<file path="src/strap_loader_regs.svh">
// Purpose : Constants for the pin-strap configuration loader.
// Assumes : 10 MHz clock; eight strap inputs; four drive outputs.
// Notes   : Each strap input decodes to one of seven codes, BAD included.
`ifndef STRAP_LOADER_REGS_SVH
`define STRAP_LOADER_REGS_SVH

// Number of strap inputs and pattern drive outputs
`define STRAP_NUM          8
`define STRAP_DRV_NUM      4
// Pattern step length in cycles and number of steps
`define STRAP_STEP_CYC     4'h4
`define STRAP_STEPS        4'h8
// Strap codes
`define STRAP_CODE_LOW     3'h0
`define STRAP_CODE_HIGH    3'h1
`define STRAP_CODE_DRV_A   3'h2
`define STRAP_CODE_DRV_B   3'h3
`define STRAP_CODE_DRV_C   3'h4
`define STRAP_CODE_DRV_D   3'h5
`define STRAP_CODE_BAD     3'h7
// Reset value of latched configuration
`define STRAP_CFG_RST      24'h00_0000

`endif

</file>
<file path="src/strap_loader_pkg.sv">
// Purpose : Types for the pin-strap configuration loader.
// Assumes : Used by the loader top only; the classifier takes the _regs header alone.
// Notes   : Constants live in the _regs header.
package strap_loader_pkg;
    typedef enum logic [2:0] {
        ST_IDLE  = 3'b001,
        ST_DRIVE = 3'b010,
        ST_DONE  = 3'b100
    } phase_t;
endpackage

</file>
<file path="src/strap_classifier.sv">
// Purpose : Classifies one strap input against the drive patterns.
// Assumes : Pin synchronised upstream; sample strobe once per step.
// Notes   : A pattern match needs every step to agree.
`timescale 1ns/1ps
`include "strap_loader_regs.svh"
module strap_classifier (
    input  wire logic                      i_clk,
    input  wire logic                      i_rst,
    input  wire logic                      i_start,
    input  wire logic                      i_sample,
    input  wire logic                      i_pin,
    input  wire logic [`STRAP_DRV_NUM-1:0] i_drive,
    output logic      [2:0]                o_code
);
    ////////////////////////////////////////////////////////////////////////////
    // Match trackers: one per candidate source
    logic                      seen_low_ff;   // Pin ever low
    logic                      seen_high_ff;  // Pin ever high
    logic [`STRAP_DRV_NUM-1:0] match_ff;      // Pin equal to drive so far
    logic [`STRAP_DRV_NUM-1:0] nxt_match;
    wire  [`STRAP_DRV_NUM-1:0] eq_drive = i_drive ^ {`STRAP_DRV_NUM{~i_pin}};

    assign nxt_match = i_start ? {`STRAP_DRV_NUM{1'b1}} : (match_ff & eq_drive);

    // Trackers restart at the start of each analysis phase
    always_ff @(posedge i_clk or posedge i_rst) begin
        if (i_rst) begin
            seen_low_ff  <= 1'b0;
            seen_high_ff <= 1'b0;
            match_ff     <= '0;
        end else if (i_start || i_sample) begin
            seen_low_ff  <= ~i_start & (seen_low_ff | ~i_pin);
            seen_high_ff <= ~i_start & (seen_high_ff | i_pin);
            match_ff     <= nxt_match;
        end
    end

    ////////////////////////////////////////////////////////////////////////////
    // Priority: constant levels first, since patterns always toggle
    always_comb begin
        if (!seen_high_ff)
            o_code = `STRAP_CODE_LOW;
        else if (!seen_low_ff)
            o_code = `STRAP_CODE_HIGH;
        else if (match_ff[0])
            o_code = `STRAP_CODE_DRV_A;
        else if (match_ff[1])
            o_code = `STRAP_CODE_DRV_B;
        else if (match_ff[2])
            o_code = `STRAP_CODE_DRV_C;
        else if (match_ff[3])
            o_code = `STRAP_CODE_DRV_D;
        else
            o_code = `STRAP_CODE_BAD;  // Noisy or shorted pin
    end
endmodule

</file>
<file path="src/strap_config_loader.sv">
// Purpose : Pin-strap configuration loader with alarm and lock outputs.
// Assumes : 10 MHz i_clk; strap and reset pins asynchronous.
// Notes   : Decoded fields are raw strap-code pairs; mapping is outside.
`timescale 1ns/1ps
`include "strap_loader_regs.svh"
module strap_config_loader (
    input  wire logic                  i_clk,
    input  wire logic                  i_rst,
    input  wire logic                  i_system_reset_n,
    input  wire logic [`STRAP_NUM-1:0] i_strap_in,
    input  wire logic                  i_ref_a_fail,
    input  wire logic                  i_ref_b_fail,
    input  wire logic                  i_ref_b_selected,
    input  wire logic                  i_phase_err,
    output logic                       o_ref_a_alarm_strap_a,
    output logic                       o_ref_b_alarm_strap_b,
    output logic                       o_strap_drive_out_c,
    output logic                       o_selected_ref_alarm_strap_d,
    output logic                       o_lock_indicator,
    output logic                       o_config_done,
    output logic [5:0]                 o_rate_set_sel,
    output logic [5:0]                 o_in_div_pad12_sel,
    output logic [5:0]                 o_sync_edge_out34_sel,
    output logic [5:0]                 o_odd_div_lock_pad34_sel,
    output logic [2:0]                 o_drive_c_code
);
    ////////////////////////////////////////////////////////////////////////////
    // Three-stage synchronisers on the pins; a change counts on 2/3 agree
    logic [`STRAP_NUM-1:0] s1_ff, s2_ff, s3_ff, strap_ff;
    logic [2:0]            r_ff;              // Reset pin stages
    logic                  rst_n_ff;          // Filtered reset level
    logic [2:0]            a_ff, b_ff, sel_ff, pe_ff;
    logic                  a_fail_ff, b_fail_ff, sel_b_ff, perr_ff;

    // Pin sampling, filtered levels update only when stages agree
    always_ff @(posedge i_clk or posedge i_rst) begin
        if (i_rst) begin
            s1_ff    <= '0;
            s2_ff    <= '0;
            s3_ff    <= '0;
            strap_ff <= '0;
            r_ff     <= '0;
            rst_n_ff <= 1'b0;
            a_ff     <= '0;
            b_ff     <= '0;
            sel_ff   <= '0;
            pe_ff    <= '0;
            a_fail_ff <= 1'b0;
            b_fail_ff <= 1'b0;
            sel_b_ff <= 1'b0;
            perr_ff  <= 1'b0;
        end else begin
            s1_ff <= i_strap_in;
            s2_ff <= s1_ff;
            s3_ff <= s2_ff;
            // Stages 2 and 3 agree: take their level; they differ: hold.
            // A level that only one stage has seen never reaches the
            // classifiers, so a slow pin edge counts once
            strap_ff <= (strap_ff & (s2_ff ^ s3_ff)) | (s2_ff & (s2_ff ~^ s3_ff));
            r_ff   <= {r_ff[1:0], i_system_reset_n};
            a_ff   <= {a_ff[1:0], i_ref_a_fail};
            b_ff   <= {b_ff[1:0], i_ref_b_fail};
            sel_ff <= {sel_ff[1:0], i_ref_b_selected};
            pe_ff  <= {pe_ff[1:0], i_phase_err};
            if (r_ff[1] == r_ff[2])   rst_n_ff  <= r_ff[1];
            if (a_ff[1] == a_ff[2])   a_fail_ff <= a_ff[1];
            if (b_ff[1] == b_ff[2])   b_fail_ff <= b_ff[1];
            if (sel_ff[1] == sel_ff[2]) sel_b_ff <= sel_ff[1];
            if (pe_ff[1] == pe_ff[2]) perr_ff   <= pe_ff[1];
        end
    end

    ////////////////////////////////////////////////////////////////////////////
    // Phase sequencer: power-up lands in IDLE, then analysis starts
    strap_loader_pkg::phase_t state_ff, nxt_state;
    logic [3:0] cyc_ff;     // Cycles within a pattern step
    logic [3:0] step_ff;    // Pattern step index
    logic       latch_ff;   // Strobe one cycle after the last compare

    wire step_end   = (cyc_ff == `STRAP_STEP_CYC - 4'h1);
    // One lead-in step ahead of the eight compared ones, see the pattern delay
    wire last_step  = (step_ff == `STRAP_STEPS);
    wire start      = (state_ff == strap_loader_pkg::ST_IDLE) && rst_n_ff;
    // Step boundary while analysing; advances the step counter
    wire sample     = (state_ff == strap_loader_pkg::ST_DRIVE) && step_end;
    // Pins are compared from the second boundary on: the first one sees
    // only what the pins showed before the analysis began
    wire take       = sample && (step_ff != 4'h0);
    wire finish     = sample && last_step;

    // Next phase; a held system reset sends us back to IDLE
    always_comb begin
        nxt_state = state_ff;
        unique case (state_ff)
            strap_loader_pkg::ST_IDLE: begin
                if (rst_n_ff) nxt_state = strap_loader_pkg::ST_DRIVE;
            end
            strap_loader_pkg::ST_DRIVE: begin
                if (!rst_n_ff)   nxt_state = strap_loader_pkg::ST_IDLE;
                else if (finish) nxt_state = strap_loader_pkg::ST_DONE;
            end
            strap_loader_pkg::ST_DONE: begin
                if (!rst_n_ff) nxt_state = strap_loader_pkg::ST_IDLE;
            end
            default: nxt_state = strap_loader_pkg::ST_IDLE;
        endcase
    end

    // Phase state and step counters
    always_ff @(posedge i_clk or posedge i_rst) begin
        if (i_rst) begin
            state_ff <= strap_loader_pkg::ST_IDLE;
            cyc_ff   <= 4'h0;
            step_ff  <= 4'h0;
            latch_ff <= 1'b0;
        end else begin
            state_ff <= nxt_state;
            latch_ff <= finish;
            cyc_ff   <= (start || step_end) ? 4'h0 : cyc_ff + 4'h1;
            if (start)       step_ff <= 4'h0;
            else if (sample) step_ff <= step_ff + 4'h1;
        end
    end
    ////////////////////////////////////////////////////////////////////////////
    // Distinct patterns: a and b toggle on step bits 0 and 1, c is b inverted and d
    // is bits 0 and 2 xored, so constant straps see no toggling and outputs differ pairwise
    wire [`STRAP_DRV_NUM-1:0] drive_pat = {
        step_ff[0] ^ step_ff[2],          // d
        ~step_ff[1],                       // c
        step_ff[1],                        // b
        step_ff[0]                         // a
    };

    ////////////////////////////////////////////////////////////////////////////
    // Pattern delay: the pin path lags the step counter by five cycles
    // (output flop, three sync stages, agree filter), one more than a step.
    // What a pin shows during step n is therefore steady at the end of
    // step n+1, so each compare uses the pattern of the step before.
    // Trade-off: one extra step of analysis instead of a longer step.
    logic [`STRAP_DRV_NUM-1:0] pat_ff;   // Pattern of the previous step
    always_ff @(posedge i_clk or posedge i_rst) begin
        if (i_rst) begin
            pat_ff <= '0;
        end else if (sample) begin
            pat_ff <= drive_pat;
        end
    end

    ////////////////////////////////////////////////////////////////////////////
    // One classifier per strap input
    // All eight share one pattern and one strobe, so several straps may
    // be wired to the same drive output and still decode alike
    logic [2:0] code [`STRAP_NUM];
    genvar gi;
    generate
        for (gi = 0; gi < `STRAP_NUM; gi++) begin : g_cls
            strap_classifier u_cls (
                .i_clk   (i_clk),
                .i_rst   (i_rst),
                .i_start (start),
                .i_sample(take),
                .i_pin   (strap_ff[gi]),
                .i_drive (pat_ff),
                .o_code  (code[gi])
            );
        end
    endgenerate

    ////////////////////////////////////////////////////////////////////////////
    // Latched configuration, held until the next reset cycle
    logic [23:0] cfg_ff;
    logic        done_ff;
    logic [2:0]  drv_c_ff;
    always_ff @(posedge i_clk or posedge i_rst) begin
        if (i_rst) begin
            cfg_ff   <= `STRAP_CFG_RST;
            done_ff  <= 1'b0;
            drv_c_ff <= 3'h0;
        end else if (latch_ff) begin  // Trackers now hold the final compare
            cfg_ff   <= {code[7], code[6], code[5], code[4],
                         code[3], code[2], code[1], code[0]};
            done_ff  <= 1'b1;
            drv_c_ff <= code[2];
        end else if (start) begin
            done_ff  <= 1'b0;  // Old setup stays until the new one lands
        end
    end

    assign o_config_done            = done_ff;
    assign o_rate_set_sel           = cfg_ff[5:0];
    assign o_in_div_pad12_sel       = cfg_ff[11:6];
    assign o_sync_edge_out34_sel    = cfg_ff[17:12];
    assign o_odd_div_lock_pad34_sel = cfg_ff[23:18];
    // Code of strap input 2; resync and input rate use it
    assign o_drive_c_code           = drv_c_ff;

    ////////////////////////////////////////////////////////////////////////////
    // Lock enable: strap pair six/seven both high disables the detector
    wire lock_off = (cfg_ff[20:18] == `STRAP_CODE_HIGH) &&
                    (cfg_ff[23:21] == `STRAP_CODE_HIGH);
    wire sel_fail = sel_b_ff ? b_fail_ff : a_fail_ff;
    wire cfg_phase = (state_ff != strap_loader_pkg::ST_DONE);

    // Output pins: patterns while configuring, alarms afterwards on a, b and d, c held low
    // Alarms lag their inputs by five cycles: four for the filter and one
    // for this flop. A failure lasting one cycle only is not reported,
    // which keeps a glitch on a reference from toggling the alarm pin.
    always_ff @(posedge i_clk or posedge i_rst) begin
        if (i_rst) begin
            o_ref_a_alarm_strap_a        <= 1'b0;
            o_ref_b_alarm_strap_b        <= 1'b0;
            o_strap_drive_out_c          <= 1'b0;
            o_selected_ref_alarm_strap_d <= 1'b0;
            o_lock_indicator             <= 1'b0;
        end else begin
            o_ref_a_alarm_strap_a <= cfg_phase ? drive_pat[0] : a_fail_ff;
            o_ref_b_alarm_strap_b <= cfg_phase ? drive_pat[1] : b_fail_ff;
            o_strap_drive_out_c   <= cfg_phase ? drive_pat[2] : 1'b0;
            o_selected_ref_alarm_strap_d <= cfg_phase ? drive_pat[3]
                                                      : sel_fail;
            o_lock_indicator <= (!cfg_phase && !lock_off) ? perr_ff : 1'b0;
        end
    end
endmodule

</file>
<file path="config.mk">
export PLATFORM = sky130hd
export DESIGN_NAME = strap_config_loader
export DESIGN_NICKNAME = d
export VERILOG_FILES = /design/src/strap_loader_pkg.sv /design/src/strap_classifier.sv /design/src/strap_config_loader.sv
export VERILOG_INCLUDE_DIRS = /design/src
export SDC_FILE = /design/constraint.sdc
export NUM_CORES = 1
export LEC_CHECK = 0
export CAP_MARGIN = 10
export CORE_ASPECT_RATIO = 1.1
export CORE_MARGIN = 4
export CORE_UTILIZATION = 40
export CTS_BUF_LIST = sky130_fd_sc_hd__clkbuf_4
export DETAILED_ROUTE_END_ITERATION = 8
export DONT_BUFFER_PORTS = 1
export PLACE_DENSITY = 0.57
export SLEW_MARGIN = 40
export SYNTH_ARGS = -nofsm -noshare
export SYNTH_HDL_FRONTEND = slang
export SYNTH_SLANG_ARGS = --single-unit
</file>
<file path="constraint.sdc">
create_clock -name i_clk -period 10.2 [get_ports i_clk]
set_input_delay 1.53 -clock i_clk [delete_from_list [all_inputs] [get_ports i_clk]]
set_output_delay 1.53 -clock i_clk [all_outputs]
set_load 0.02 [all_outputs]
</file>
==> run summary <==
### Cells and area
- cell area after layout: 6565 µm²
- non-filler cells in the finished layout: 689
- number of nets in the layout: 505
- most common cell after layout, fill and taps aside: sky130_fd_sc_hd__dfrtp_1
- Layout area overhead: 7.389%
- commonest cells after routing, fill and taps aside: sky130_fd_sc_hd__dfrtp_1 (145), sky130_fd_sc_hd__nand2_1 (36), sky130_fd_sc_hd__o21ai_0 (35), sky130_fd_sc_hd__xnor2_1 (34), sky130_fd_sc_hd__nor2b_1 (24)
- share of final-layout standard cells stronger than drive strength 1: 15.65%
- Layout Utilization: 43.78%

### CTS
- Clk Tree Root Cell: sky130_fd_sc_hd__clkbuf_4
- clock slew at reported path FFs: 0.12 ns
- Post-CTS Hold Buffers: 0
- post-CTS setup buffer count: 0
- clock latency on the worst-skew pair: 0.52 ns
- total CTS buffers: 17
- cells resized by post-CTS repair: 0
- clock net sink count: 146
- count of H-tree levels built during CTS: 4
- CTS Buffer Depth: 2
- CTS tree: yes

### Die
- starting utilization of the core area: 40.77%
- Floorplan Core Area: 15000 µm²
- die width: 125.9 µm
- standard-cell rows: 47
- IO Pins: 48
- floorplan die area: 17330 µm²
- Die Ht: 137.7 µm

### Timing
- f_max: 0.3775 GHz
- tightest slew margin relative to the limit: 58.86%
- final worst clock skew: 0.01673 ns
- crit share post-route: 25.97%
- actual transition at the worst max-transition pin: 0.6164 ns
- Final setup viols: 0
- count of final hold-check violations: 0
- final number of max-transition violations: 0
- unrepaired setup endpoints after global routing: no
- post-route minimum period: 2.649 ns
- final sum of negative setup slack: 0 ns

### Routing
- final routed DRC violation total: 0
- final routed wirelength across all metal layers: 11590 µm
- ANT nets after route: 0
- total iterations of the first detailed-routing run: 4
- Vias: 3666
- DRC violation total after the first TritonRoute iteration: 407
- number of vias per cell after detailed routing: 5.321
- mean routed wirelength per cell: 16.82 µm

### Synth
- average cell area after synthesis: 12.28 µm²
- post-synth top area share: 59.35%
- FFs w/ async S/R, synth: 100.0%
- nets in the synthesized netlist: 524
- netlist area before placement: 6113 µm²
- largest area contributor in the synthesized netlist: sky130_fd_sc_hd__dfrtp_1
- Yosys cell types: 40
- cell count after synthesis: 498
- prevailing post-synth register cell: sky130_fd_sc_hd__dfrtp_1
- fraction of the yosys area taken by sequential cells: 59.78%
- number of synthesized flops with an enable pin: 0
- synthesis-stage register bit count: 146
- top cells by area in the synthesized netlist: sky130_fd_sc_hd__dfrtp_1 (59%), sky130_fd_sc_hd__o41ai_2 (5.6%), sky130_fd_sc_hd__xnor2_1 (4.9%), sky130_fd_sc_hd__o21ai_0 (2.9%), sky130_fd_sc_hd__nor2b_1 (2.5%)
- total of warnings raised by yosys: 0

### Critical path
- required time at the worst-slack endpoint: 8.67 ns
- Data arrival, critical path: 1.12 ns
- Crit. End Element: output port
- crit-path max FO: 3
- critical setup path kind: reg2out
- crit path launch type: register

### Power and ir drop
- combinational share of power: 12.9%
- clock network power share: 33.9%
- worst vdd ir: 0.0001015 V
- Sw Share: 29.40%
- internal power: 0.8486 mW
- sequential cell fraction of total power: 53.3%
- static leakage: 2.752 nW
- reported net switching power: 0.3534 mW
- power density over cell area: 183.1 nW/µm²

### Flow run
- max-capacitance violation count: 0

### Global routing
- total global routing overflow: 0
- via count of the first global-routing pass: 3668
- first-pass GRT wire length: 19800 µm
- total global-route track usage: 14.47%
- maximum number of pins on one net before global-route repair: 84
- antenna violations before repair: 1

### Place
- placed insts: 656
- number of buffer cells added on primary ports: 0
- final weighted congestion of routability-driven global placement: 0.7570
- Post-DP Area: 6216 µm²
- sum of net half-perimeters after detailed placement: 7175 µm

### Outcome
- outcome: completed

### Hold path
- worst hold path class: reg2reg

==> metal layers <==
layer  wire length (µm)  track usage [%]  part of all wire (%)
met2               5251            21.31                    45
met3                700            4.537                   6.0
met4                122            5.185                   1.1
met5                  0                0                     0
met1               5517            20.23                    48
==> synthesized netlist by cell type, drive strengths merged (3+ instances only) <==
master    n
o21a      9
nor2b    24
mux2i     4
maj3      5
ha       11
a21oi     5
nor3b     3
inv      13
a41o      7
a41oi     8
xnor2    34
o41ai    32
nor2     21
dfrtp   145
a21o      9
or3b      3
buf      17
nand4     9
clkbuf   27
nand2    36
nor4      8
nand2b    6
a31o      8
nand3     6
o21ai    35
==> logic make-up (layout without fill, tap and decap cells) <==
| logic type | after synthesis | count (layout) | synth area share [%] |
|---|---|---|---|
| simple gates | 123 | 123 | 10.42 |
| buf+inv | 57 | 51 | 4.339 |
| other cells | 0 | 1 | 0 |
| xor+xnor | 35 | 35 | 5.014 |
| mux | 6 | 6 | 1.023 |
| compound gates | 115 | 115 | 16.35 |
| fa+ha+maj | 16 | 16 | 3.070 |
| flops | 146 | 146 | 59.78 |
==> layout make-up <==
| class | count | area, µm² |
|---|---|---|
| flip-flops and latches | 146 | 3655 |
| clock inverters | 15 | 206.4 |
| multi-input cells | 295 | 2223 |
| repair buffers | 6 | 48.80 |
| well taps | 196 | 245.2 |
| diodes | 1 | 2.502 |
| fillers | 1400 | 8431 |
| clock buffers | 17 | 127.6 |
| inverters | 13 | 56.30 |
==> power groups by stage <==
stage                     registers [mW]  clock network (mW)  logic [mW]
after floorplan                    0.626                   0       0.148
after global placement             0.651                   0       0.150
after detailed placement           0.652                   0       0.156
after CTS                          0.641               0.423       0.156
after global routing               0.646               0.448       0.173
final                              0.640               0.407       0.155
==> final timing paths <==
path | start | end | slack, ns | cells after the start
min in group asynchronous | i_rst | s1_ff[4] | 0.89 | 1
setup / recovery | cfg_ff[7] | o_drive_c_code[1] | 7.55 | 0
hold / removal | s1_ff[6] | s2_ff[6] | 0.36 | 0
hold reg to reg | s1_ff[6] | s2_ff[6] | 0.36 | 0
max in group asynchronous | i_rst | g_cls[6].u_cls.match_ff[1] | 8.29 | 2
setup reg to reg | cyc_ff[0] | g_cls[6].u_cls.match_ff[0] | 7.97 | 5
==> metrics by stage <==
| step | power, mW | setup WS, ns | hold slack, ns |
|---|---|---|---|
| after floorplan | 0.7744 | 4.749 | 0.3312 |
| after detailed placement | 0.8078 | 7.263 | 0.3347 |
| final | 1.202 | 7.551 | 0.3619 |
| after global placement | 0.8009 | 7.289 | 0.3349 |
| after global routing | 1.267 | 7.457 | 0.3746 |
| after CTS | 1.221 | 7.489 | 0.3653 |
==> flip-flops by register name (all words and copies together), names as in the netlist, 4 cells and up <==
register and flops:
g_cls.u_cls.seen_low_ff 8, s3_ff 8, s2_ff 8, step_ff 4
strap_ff 8, cfg_ff 24, g_cls.u_cls.seen_high_ff 8, s1_ff 8
cyc_ff 4, pat_ff 4, g_cls.u_cls.match_ff 32
(Power assumes the default switching activity.)
